<file path="src/core/tmc_regs.vh">
`ifndef TMC_REGS_VH
`define TMC_REGS_VH
// register word offsets (byte address = 4 * index)
`define TMC_IDX_COUNT     3'h0
`define TMC_IDX_CCF       3'h1
`define TMC_IDX_CCS       3'h2
`define TMC_IDX_MODE      3'h3
`define TMC_IDX_CAPCTL    3'h4
`define TMC_IDX_OUTCTL    3'h5
`define TMC_IDX_EDGESEL   3'h6
// mode control fields
`define TMC_MODE_OVF_BIT  0
`define TMC_MODE_RUN_LO   2
`define TMC_MODE_RUN_HI   3
// capture control fields
`define TMC_CAP_CCF_BIT   0
`define TMC_CAP_SRC_BIT   1
`define TMC_CAP_CCS_BIT   2
// output control fields
`define TMC_OUT_OSPE_BIT  5
`define TMC_OUT_OSPT_BIT  6
// edge select fields (2 bits each: 00 fall,01 rise,10 none,11 both)
`define TMC_EDGE_IN1_LO   0
`define TMC_EDGE_IN2_LO   2
// run modes
`define TMC_RUN_STOP      2'h0
`define TMC_RUN_FREE      2'h1
`define TMC_RUN_CLR_EDGE  2'h2
`define TMC_RUN_CLR_MATCH 2'h3
// reset values
`define TMC_RST_COUNT     16'h0000
`define TMC_RST_CC        16'h0000
`define TMC_RST_CTL       8'h00
`endif

</file>
<file path="src/core/tmc_edge_detect.v">
`include "tmc_regs.vh"
module tmc_edge_detect (
  input  wire       mclk,
  input  wire       srst,
  input  wire       pin,
  input  wire [1:0] edge_sel,
  output reg        valid_edge,
  output reg        reverse_edge
);
  reg sync1;
  reg sync2;
  reg prev;
  wire rise;
  wire fall;
  assign rise = sync2 & ~prev;
  assign fall = ~sync2 & prev;
  always @(posedge mclk) begin
    if (srst) begin
      sync1        <= 1'b0;
      sync2        <= 1'b0;
      prev         <= 1'b0;
      valid_edge   <= 1'b0;
      reverse_edge <= 1'b0;
    end else begin
      sync1 <= pin;
      sync2 <= sync1;
      prev  <= sync2;
      case (edge_sel)
        2'h0: begin
          valid_edge   <= fall;
          reverse_edge <= rise;
        end
        2'h1: begin
          valid_edge   <= rise;
          reverse_edge <= fall;
        end
        2'h3: begin
          valid_edge   <= rise | fall;
          reverse_edge <= 1'b0;
        end
        default: begin
          valid_edge   <= 1'b0;
          reverse_edge <= 1'b0;
        end
      endcase
    end
  end
endmodule

</file>
<file path="src/core/tmc_avalon_slave.v">
`include "tmc_regs.vh"
module tmc_avalon_slave (
  input  wire        mclk,
  input  wire        srst,
  input  wire [4:0]  avs_address,
  input  wire        avs_read,
  input  wire        avs_write,
  input  wire [31:0] avs_writedata,
  input  wire [3:0]  avs_byteenable,
  output wire        avs_waitrequest,
  output reg  [31:0] avs_readdata,
  input  wire [31:0] rd_word,
  output wire [2:0]  reg_index,
  output wire        wr_stb,
  output wire        rd_stb
);
  // one wait cycle per access, then the ack cycle
  reg ack;
  always @(posedge mclk) begin
    if (srst) begin
      ack          <= 1'b0;
      avs_readdata <= 32'h00000000;
    end else begin
      ack <= (avs_read | avs_write) & ~ack;
      if (avs_read & ~ack)
        avs_readdata <= rd_word;
    end
  end
  assign avs_waitrequest = (avs_read | avs_write) & ~ack;
  assign reg_index = avs_address[4:2];
  assign wr_stb = avs_write & ack & (avs_byteenable[1:0] == 2'h3);
  assign rd_stb = avs_read & ack;
endmodule

</file>
<file path="src/core/tmc_timer.v">
// Functional notes
// 16-bit read-only up-counter, increments each clock when running.
// count reads live when running, 0000H when stopped.
// count clears on reset and when run mode cleared to 00.
// edge-clear mode: valid first-input edge clears count.
// match-clear mode: count equal to first register clears count.
// one-shot: soft trigger or first-input edge clears count.
// both capture/compare registers 16 bits, whole access, reset 0000H.
// software leaves first register alone while running.
// first compare: continuous compare, match interrupt, value held.
// first capture: reverse first-input edge or second-input edge.
// second compare: continuous compare, second match interrupt.
// second capture: loads count on valid first-input edge.
// stop colliding with capture gives undefined capture value.
// software stops timer before switching capture to compare.
// captured value kept until reset; rewrite before compare use.
// interval modes: first compare nonzero, mask second interrupt.
// PPG: second compare no greater than first.
// one-shot: the two compare values never equal.
// zero compare matches only on step 0000H to 0001H.
// reverse-phase capture gives no interrupt; second input interrupts. Code: only with source select 1, none when second input is capture source.
// second register capture ignores capture source select.
// run modes: 00 stop, 01 free, 10 edge clear, 11 match clear.
// overflow flag sets on FFFFH to 0000H rollover.
// capture source select: 0 second input, 1 reverse first.
// both inputs synchronised and edge detected before use.
`include "tmc_regs.vh"
module tmc_timer #(
  parameter WIDTH = 16
) (
  input  wire        mclk,
  input  wire        srst,
  input  wire [4:0]  avs_address,
  input  wire        avs_read,
  input  wire        avs_write,
  input  wire [31:0] avs_writedata,
  input  wire [3:0]  avs_byteenable,
  output wire        avs_waitrequest,
  output wire [31:0] avs_readdata,
  input  wire        timer_input_first,
  input  wire        timer_input_second,
  output reg         match_irq_first,
  output reg         match_irq_second,
  output reg         timer_output_pin
);
  // ---------------------------------------------------------------
  // registers
  // ---------------------------------------------------------------
  reg  [WIDTH-1:0] count;
  reg  [WIDTH-1:0] capture_compare_first;
  reg  [WIDTH-1:0] capture_compare_second;
  reg  [7:0]       timer_mode_control;
  reg  [7:0]       capcmp_control;
  reg  [7:0]       output_pin_control;
  reg  [7:0]       prescaler_edge_select;
  reg              prev_count_zero;
  reg  [31:0]      rd_word;
  wire [2:0]       reg_index;
  wire             wr_stb;
  wire             rd_stb;
  wire             in1_valid;
  wire             in1_reverse;
  wire             in2_valid;
  wire             in2_reverse;
  wire [1:0]       run_mode;
  wire             running;
  wire             ccf_capture;
  wire             ccs_capture;
  wire             cap_src;
  wire             oneshot_en;
  wire             soft_trig;
  wire             match_first;
  wire             match_second;
  wire             clear_evt;
  wire             wr_mode;
  wire             overflow;
  wire             cap_first_evt;
  // ---------------------------------------------------------------
  // bus and input stages
  // ---------------------------------------------------------------
  tmc_avalon_slave u_bus (
    .mclk            (mclk),
    .srst            (srst),
    .avs_address     (avs_address),
    .avs_read        (avs_read),
    .avs_write       (avs_write),
    .avs_writedata   (avs_writedata),
    .avs_byteenable  (avs_byteenable),
    .avs_waitrequest (avs_waitrequest),
    .avs_readdata    (avs_readdata),
    .rd_word         (rd_word),
    .reg_index       (reg_index),
    .wr_stb          (wr_stb),
    .rd_stb          ()
  );
  tmc_edge_detect u_in1 (
    .mclk         (mclk),
    .srst         (srst),
    .pin          (timer_input_first),
    .edge_sel     (prescaler_edge_select[`TMC_EDGE_IN1_LO+1:
                                         `TMC_EDGE_IN1_LO]),
    .valid_edge   (in1_valid),
    .reverse_edge (in1_reverse)
  );
  tmc_edge_detect u_in2 (
    .mclk         (mclk),
    .srst         (srst),
    .pin          (timer_input_second),
    .edge_sel     (prescaler_edge_select[`TMC_EDGE_IN2_LO+1:
                                         `TMC_EDGE_IN2_LO]),
    .valid_edge   (in2_valid),
    .reverse_edge (in2_reverse)
  );
  // ---------------------------------------------------------------
  // control decode
  // ---------------------------------------------------------------
  assign run_mode    = {timer_mode_control[`TMC_MODE_RUN_HI],
                        timer_mode_control[`TMC_MODE_RUN_LO]};
  assign running     = (run_mode != `TMC_RUN_STOP);
  assign ccf_capture = capcmp_control[`TMC_CAP_CCF_BIT];
  assign ccs_capture = capcmp_control[`TMC_CAP_CCS_BIT];
  assign cap_src     = capcmp_control[`TMC_CAP_SRC_BIT];
  assign oneshot_en  = output_pin_control[`TMC_OUT_OSPE_BIT];
  assign wr_mode     = wr_stb & (reg_index == `TMC_IDX_MODE);
  assign soft_trig   = wr_stb & (reg_index == `TMC_IDX_OUTCTL) &
                       avs_writedata[`TMC_OUT_OSPT_BIT];
  assign overflow    = running & (count == {WIDTH{1'b1}});
  // zero compare only hits after the count leaves 0000H
  assign match_first  = running & ~ccf_capture &
                        (count == capture_compare_first) &
                        ((count != {WIDTH{1'b0}}) | prev_count_zero);
  assign match_second = running & ~ccs_capture &
                        (count == capture_compare_second) &
                        ((count != {WIDTH{1'b0}}) | prev_count_zero);
  assign clear_evt =
    ((run_mode == `TMC_RUN_CLR_EDGE) & in1_valid) |
    ((run_mode == `TMC_RUN_CLR_MATCH) & match_first) |
    (running & oneshot_en & (soft_trig | in1_valid));
  assign cap_first_evt = running & ccf_capture &
                         (cap_src ? in1_reverse : in2_valid);
  // ---------------------------------------------------------------
  // counter
  // ---------------------------------------------------------------
  always @(posedge mclk) begin
    if (srst) begin
      count           <= `TMC_RST_COUNT;
      prev_count_zero <= 1'b0;
    end else begin
      if (!running)
        count <= `TMC_RST_COUNT;
      else if (clear_evt)
        count <= {WIDTH{1'b0}};
      else
        count <= count + {{(WIDTH-1){1'b0}}, 1'b1};
      // set when the count wraps or is cleared while running
      prev_count_zero <= running & (overflow | clear_evt);
    end
  end
  // ---------------------------------------------------------------
  // registers and captures
  // ---------------------------------------------------------------
  always @(posedge mclk) begin
    if (srst) begin
      capture_compare_first  <= `TMC_RST_CC;
      capture_compare_second <= `TMC_RST_CC;
      timer_mode_control     <= `TMC_RST_CTL;
      capcmp_control         <= `TMC_RST_CTL;
      output_pin_control     <= `TMC_RST_CTL;
      prescaler_edge_select  <= `TMC_RST_CTL;
    end else begin
      // a capture in the same cycle as a stop write stores the running count
      if (cap_first_evt)
        capture_compare_first <= count;
      else if (wr_stb & (reg_index == `TMC_IDX_CCF))
        capture_compare_first <= avs_writedata[WIDTH-1:0];
      if (running & ccs_capture & in1_valid)
        capture_compare_second <= count;
      else if (wr_stb & (reg_index == `TMC_IDX_CCS))
        capture_compare_second <= avs_writedata[WIDTH-1:0];
      if (wr_mode) begin
        timer_mode_control <= {4'h0, avs_writedata[3:1],
                               avs_writedata[`TMC_MODE_OVF_BIT] |
                               overflow};
        if (avs_writedata[`TMC_MODE_RUN_HI:`TMC_MODE_RUN_LO] == 2'h0)
          timer_mode_control[`TMC_MODE_OVF_BIT] <= 1'b0;
      end else if (overflow)
        timer_mode_control[`TMC_MODE_OVF_BIT] <= 1'b1;
      if (wr_stb & (reg_index == `TMC_IDX_CAPCTL))
        capcmp_control <= {5'h00, avs_writedata[2:0]};
      if (wr_stb & (reg_index == `TMC_IDX_OUTCTL))
        output_pin_control <= {2'h0, avs_writedata[5:0]};
      if (wr_stb & (reg_index == `TMC_IDX_EDGESEL))
        prescaler_edge_select <= {4'h0, avs_writedata[3:0]};
    end
  end
  // ---------------------------------------------------------------
  // interrupts and output pin
  // ---------------------------------------------------------------
  always @(posedge mclk) begin
    if (srst) begin
      match_irq_first  <= 1'b0;
      match_irq_second <= 1'b0;
      timer_output_pin <= 1'b0;
    end else begin
      // reverse-phase capture raises nothing; second input does only while cap_src selects reverse first
      match_irq_first  <= match_first |
                          (running & ccf_capture & cap_src &
                           in2_valid);
      match_irq_second <= match_second;
      if (!running)
        timer_output_pin <= 1'b0;
      else if (match_first | match_second)
        timer_output_pin <= ~timer_output_pin;
    end
  end
  // ---------------------------------------------------------------
  // read mux
  // ---------------------------------------------------------------
  always @* begin
    rd_word = 32'h00000000;
    case (reg_index)
      `TMC_IDX_COUNT:   rd_word[WIDTH-1:0] = running ? count :
                                             {WIDTH{1'b0}};
      `TMC_IDX_CCF:     rd_word[WIDTH-1:0] = capture_compare_first;
      `TMC_IDX_CCS:     rd_word[WIDTH-1:0] = capture_compare_second;
      `TMC_IDX_MODE:    rd_word[7:0] = timer_mode_control;
      `TMC_IDX_CAPCTL:  rd_word[7:0] = capcmp_control;
      `TMC_IDX_OUTCTL:  rd_word[7:0] = output_pin_control;
      `TMC_IDX_EDGESEL: rd_word[7:0] = prescaler_edge_select;
      default:          rd_word = 32'h00000000;
    endcase
  end
endmodule

</file>
<file path="config.mk">
export PLATFORM = sky130hd
export DESIGN_NAME = tmc_timer
export DESIGN_NICKNAME = d
export VERILOG_FILES = /design/src/core/tmc_edge_detect.v /design/src/core/tmc_avalon_slave.v /design/src/core/tmc_timer.v
export VERILOG_INCLUDE_DIRS = /design/src /design/src/core
export SDC_FILE = /design/constraint.sdc
export NUM_CORES = 1
export LEC_CHECK = 0
export ABC_CLOCK_PERIOD_IN_PS = 2000
export BUFFER_PORTS_ARGS = -buffer_cell sky130_fd_sc_hd__buf_4
export CORE_AREA = 2 2 103 105
export CTS_CLUSTER_SIZE = 24
export DETAILED_ROUTE_END_ITERATION = 6
export DIE_AREA = 0 0 105 107
export GPL_ROUTABILITY_DRIVEN = 1
export PLACE_DENSITY = 0.78
export SLEW_MARGIN = 20
export SYNTH_ARGS = -nofsm -noshare
export SYNTH_HDL_FRONTEND = slang
export SYNTH_SLANG_ARGS = --single-unit
</file>
<file path="constraint.sdc">
create_clock -name mclk -period 2 [get_ports mclk]
set_input_delay 0.1 -clock mclk [delete_from_list [all_inputs] [get_ports mclk]]
set_output_delay 0.1 -clock mclk [all_outputs]
set_load 0.02 [all_outputs]
</file>
Word level (Yosys, flattened, before mapping)
Cells that the tools add are included.

Bits in registers: 95. Input port bits: 47. Output and inout port bits: 36. Word-level logic and storage cells: 118.

Add/sub/neg operators: 1. Eq/ne operators: 16. Multiplexer cells: 14. Bitwise gates (word level): 53. Reductions and logical operators: 11.

Operator list (number): $mux W16 (5); $pmux W8 S7 (1); $and A1 B1 Y1 (33); $eq A16 B16 Y1 (2); $pmux W8 S3 (1); $add A16 B1 Y16 const B (1); $eq A16 B16 Y1 const B (1); $reduce_bool A16 Y1 (1); $or A1 B1 Y1 (11); $eq A2 B2 Y1 const B (5); $eq A3 B3 Y1 const B (3); $not A1 Y1 (9); $reduce_bool A2 Y1 (4); $eq A3 B2 Y1 const B (2); $logic_not A2 Y1 (3); $pmux W1 S3 (2); $eq A2 B1 Y1 const B (2); $mux W1 (4); $eq A3 B1 Y1 const B (1); $logic_not A3 Y1 (1); $reduce_or A3 Y1 (1); $pmux W1 S2 (1); $reduce_or A2 Y1 (1).

Depth between registers and ports, before layout
Depth after elaboration: 9. Gate-level depth with buffers: 9. Mapped depth without buffers: 7.

Modules after synthesis
From an unflattened synthesis, not the netlist that was laid out.

Cells, all modules: 642. Area total of the unflattened synthesis: 6318.6 um2.

By module, submodules not included: tmc_timer (times used 1, cells an instance 452, area an instance 4231.6 um2, seq. area each 1381.3 um2); tmc_avalon_slave (times used 1, cells an instance 154, area an instance 1704.1 um2, seq. area each 660.6 um2); tmc_edge_detect (times used 2, cells an instance 18, area an instance 191.4 um2, seq. area each 100.1 um2).

Least setup slack after synthesis
Ideal clock, no wire load.

Kind: register to register. Start point: reg count[0]. End point: reg count[10]. Library setup time: 0.134 ns. Arrival: 1.760 ns. Required time: 1.866 ns. Path slack: 0.106 ns. Cell stages (with the launch flop): 10. Path buffers: 2. Clock period less this slack: 1.894 ns. Path through: dfxtp_1 clkbuf_2 inv_1 ha_1 nor4b_1 a41oi_1 nand4_1 a21oi_4 buf_6 nor4_1.

Longest elaborated chain between the ends: 7. Elaborated cells between the ends (all ways): 10. Classes of those cells: add/sub (1); eq/ne (1); bitwise (6); reduce/logical (2).

Ends and longest elaborated chain: start, declared (RTL line tmc_timer.v:49) `reg [WIDTH-1:0] count;`; start signal, assigned (RTL line tmc_timer.v:146) `` count <= `TMC_RST_COUNT; ``; start signal, assigned (RTL line tmc_timer.v:150) `` count <= `TMC_RST_COUNT; ``; start signal, assigned (RTL line tmc_timer.v:152) `count <= {WIDTH{1'b0}};`; $eq A16 B16 Y1 or $reduce_bool A16 Y1 (tied branches) (RTL line tmc_timer.v:130, tmc_timer.v:131); $and A1 B1 Y1 or $or A1 B1 Y1 (tied branches) (RTL line tmc_timer.v:129, tmc_timer.v:131); $and A1 B1 Y1 (RTL line tmc_timer.v:130) `(count == capture_compare_first) &`; $and A1 B1 Y1 (RTL line tmc_timer.v:137) `` ((run_mode == `TMC_RUN_CLR_MATCH) & match_first) | ``; $or A1 B1 Y1 (2 in a row) (RTL line tmc_timer.v:136) `` ((run_mode == `TMC_RUN_CLR_EDGE) & in1_valid) | ``; $reduce_or A3 Y1 (no source line).

Several ways; a longest one is shown, not always the timed one. A chain may end at the register's enable or synchronous reset.

Final worst setup path
Start point: reg count[5]. End point: reg timer_output_pin.

Longest elaborated chain between the ends: 4. Elaborated cells between the ends (all ways): 9. Classes of those cells: eq/ne (2); bitwise (6); reduce/logical (1).

Ends and longest elaborated chain: $eq A16 B16 Y1 (tied with other cells) (RTL line tmc_timer.v:130); $and A1 B1 Y1 (tied with other cells) (RTL line tmc_timer.v:129) `assign match_first = running & ~ccf_capture &`; $and A1 B1 Y1, on equally long branches (RTL line tmc_timer.v:130, tmc_timer.v:133); $or A1 B1 Y1 * (RTL line tmc_timer.v:212) `else if (match_first | match_second)`; end signal, assigned (RTL line tmc_timer.v:213) `timer_output_pin <= ~timer_output_pin;`; end, declared (RTL line tmc_timer.v:44) `output reg timer_output_pin`.

Mark *: on every way between the ends. The rest lies on a longest branch, timed or not.

==> results.toml <==
[routing]
drtAntennaViolNets = 0
viasPerCell = 5.82
routed_wl_um = 13200
dr.pass1.iters = 5
num_vias = 4488
routedWlPerCell_um = 17.1
drc = 0
drt_iter0_markers = 436

[critical_path]
crit_buf_inv = 1
critPathArrivalTime_ns = 2.20
worstRegToRegCells = 7
startpoint_type = "register"
max_stage_delay_ns = 0.51
path_delay_family = "simple AND/OR/NAND/NOR gates"
cp_cell_sequence = "buf_4 > xnor2_1 > nand4_1 > nor3_1 > nand4_1 > and3_1 > o21a_1"
cp_num_cells = 7
path_max_fanout = 6
critPathSlowestCell = "dfxtp_1"
path_class = "reg -> reg"
crit_required_ns = 2.27
cp-end-kind = "register"
worst_path_most_repeated_cell = "nand4_1"

[final_layout]
fin_cells = 771
antennaDiodeCount = 0
drive_above_1_share = 0.191
final_core_util = 0.582
synthToLayoutAreaGrowth_pct = 16.1
final_nets = 683

[die]
die_area_sq_mm = 0.0112
die_x_um = 105
initial_core_util = 0.501
coreArea_sq_mm = 0.0101
pin_count = 83
die_h_um = 107
core.rowCount = 37

[yosys]
ys_ff_latch = 95
synth-simple-area-share = 0.193
synth_cell_types = 54
synth_top_family_by_area = "simple AND/OR/NAND/NOR gates"
synth_adder_area_share = 0.0148
synth_xor_area_frac = 0.0779
netlist_instances = 584
synth-main-ff-cell = "dfxtp_1"
syn_avg_cell_area_sq_um = 8.66
ys_seq_area_frac = 0.376
synth-edff-count = 0
synth_top_cell_by_area = "dfxtp_1"
syn_area_sq_mm = 0.00506
synth_top_area_frac = 0.376
yosysWarnings = 0
async_flop_share = 0
muxShareOfSynthArea = 0.102
synth_compound_area_frac = 0.151
synth_area_leaders = "dfxtp_1 38%, mux2i_1 9.5%, nor2_1 6.8%, xnor2_1 5.2%, a211oi_1 4.9%"

[timing]
finalSetupViolCount = 0
relSlewSlack = 0.526
final.setup.tns_ns = 0
slew_violations = 0
worstMarginPinSlew_ns = 0.711
finalCriticalPeriod_ns = 1.94
hold_viol_final = 0
timing.hold.ws_ns = 0.0291
rsz0062_at_grt = "no"
fmax_mhz = 516
finalCritPeriodShare = 0.969
clock_skew_ns = 0.0129

[clock_tree]
worstSkewPairLatency_ns = 0.37
cts_setup_buffers = 0
numCtsBuffers = 9
cts_tree = "done"
clock_path_buffers = 2
cts.clk_slew.worst_paths_ns = 0.09
cts.root.buffer_cell = "clkbuf_8"
clkSinkCount = 95
htree_levels = 3

[min_path]
hold_path.class = "in -> reg"
whs_path_depth = 3

[grt]
grt_usage = 0.238
grt_pass1_vias = 4335
grt_first_pass_wirelength_um = 21400
grt_start_max_net_pins = 66
antenna_found_initial = 0
grt_overflow = 0

[outcome]
status = "finished, final reports clean"

[placed_design]
dpl.cell_count = 751
port-buffer-count = 46
gp_congestion = 0.913
dp.final_hpwl_um = 9280

[job]
cap_violations = 0

[power_and_ir_drop]
powerDensity_mw_per_mm2 = 612
peakVddDrop_v = 0.000326
p_leak_nw = 2.34
==> cells by family (layout without fill, tap and decap cells) <==
| group | Yosys count | in the layout |
|---|---|---|
| xor gates and xnor gates | 45 | 45 |
| AOI/OAI and AO/OA | 106 | 106 |
| other | 1 | 16 |
| adders and majority gates | 6 | 6 |
| DFF | 95 | 95 |
| muxes | 51 | 51 |
| buffers and inverters | 79 | 115 |
| and+or+nand+nor | 201 | 201 |
==> placed cells by master, fill, tap and decap left out, types with 9 or more instances in the layout <==
master / synthesis / routed
mux2i_1: 48 / 48
xnor2_1: 30 / 29
a22oi_1: 10 / 10
nor3_1: 11 / 10
a222oi_1: 9 / 9
nand2_1: 24 / 24
xor2_1: 15 / 15
nor4_1: 18 / 17
nor2_1: 91 / 91
conb_1: 1 / 16
buf_4: 22 / 82
a211oi_1: 33 / 33
dfxtp_1: 95 / 88
nand4_1: 13 / 13
a21oi_1: 27 / 27
inv_1: 10 / 10
clkbuf_8: 0 / 11
nand3_1: 15 / 15
==> Yosys cell counts, drive strengths merged (2+ instances only) <==
library cell	number
a22o	2
nand2	25
a21oi	28
a22oi	10
inv	10
mux2i	48
a32oi	2
a222oi	9
nor3	13
nor2b	7
nor3b	2
xor2	15
o21a	2
nand4	13
a211oi	33
ha	6
nor4b	2
nand3	15
dfxtp	95
nor2	91
a221oi	2
nor4	18
clkbuf	28
o22ai	3
and2	3
buf	41
nand2b	3
mux2	3
o21ai	7
and3	4
xnor2	30
==> state kept, by name, summed over array words and instances (netlist names), 3 cells and up <==
name / cells
capcmp_control: 3
timer_mode_control: 4
prescaler_edge_select: 4
capture_compare_second: 16
output_pin_control: 6
count: 16
capture_compare_first: 16
u_bus.avs_readdata: 16
==> layout make-up <==
class,count,area [sq um]
sequential,95,1910
fill,862,4220
clock buffer,13,159
tap,136,170
inverter,10,37.5
multi-input combinational,425,2810
clock inverter,3,65.1
timing repair buffer,89,716
==> where the power goes <==
part	internal [mW]	total (mW)	leakage [nW]	switching [mW]
logic	0.0897	0.253	1.45	0.163
registers	1.90	1.91	0.770	0.00834
clock network	0.773	1.43	0.114	0.658
total	2.76	3.59	2.34	0.830
==> worst min-delay path, stage by stage <==
cell and delay (ns):
buf_4 0.14, nand3_1 0.06, a21oi_1 0.06
==> through the flow <==
stage	instance area, sq um	setup slack [ns]	power [mW]
floorplan	5110	0.106	2.12
global placement	5570	0.0925	2.19
detailed placement	5570	0.0699	2.20
CTS	5840	0.0479	3.60
global route	5870	0.00686	3.70
finish	5870	0.0630	3.59
==> timing repair <==
action / 4_1_cts / 5_1_grt
hold buffers: 4 / 0
setup endpoints to repair: 0 / 18
gates resized for setup: 0 / 12
endpoints found under the hold margin: 4 / 0
==> per-layer routing <==
metal | vias up | part of all wire | track usage
met3 | 26 | 0.062 | 0.0438
li1 | 2126 | - | -
met5 | - | 0 | 0
met1 | 2158 | 0.43 | 0.295
met2 | 178 | 0.49 | 0.410
met4 | 0 | 0.020 | 0.0952
==> worst paths after layout <==
kind | startpoint | end | slack (ns)
min | avs_writedata[1] | prescaler_edge_select[1]$_SDFFE_PP0P_ | 0.03
max | count[5]$_SDFF_PP0_ | timer_output_pin$_SDFFE_PP0P_ | 0.06
min reg2reg | u_in1.sync1$_SDFF_PP0_ | u_in1.sync2$_SDFF_PP0_ | 0.45
max reg2reg | count[5]$_SDFF_PP0_ | timer_output_pin$_SDFFE_PP0P_ | 0.06
Power figures use the tool's default switching activity.
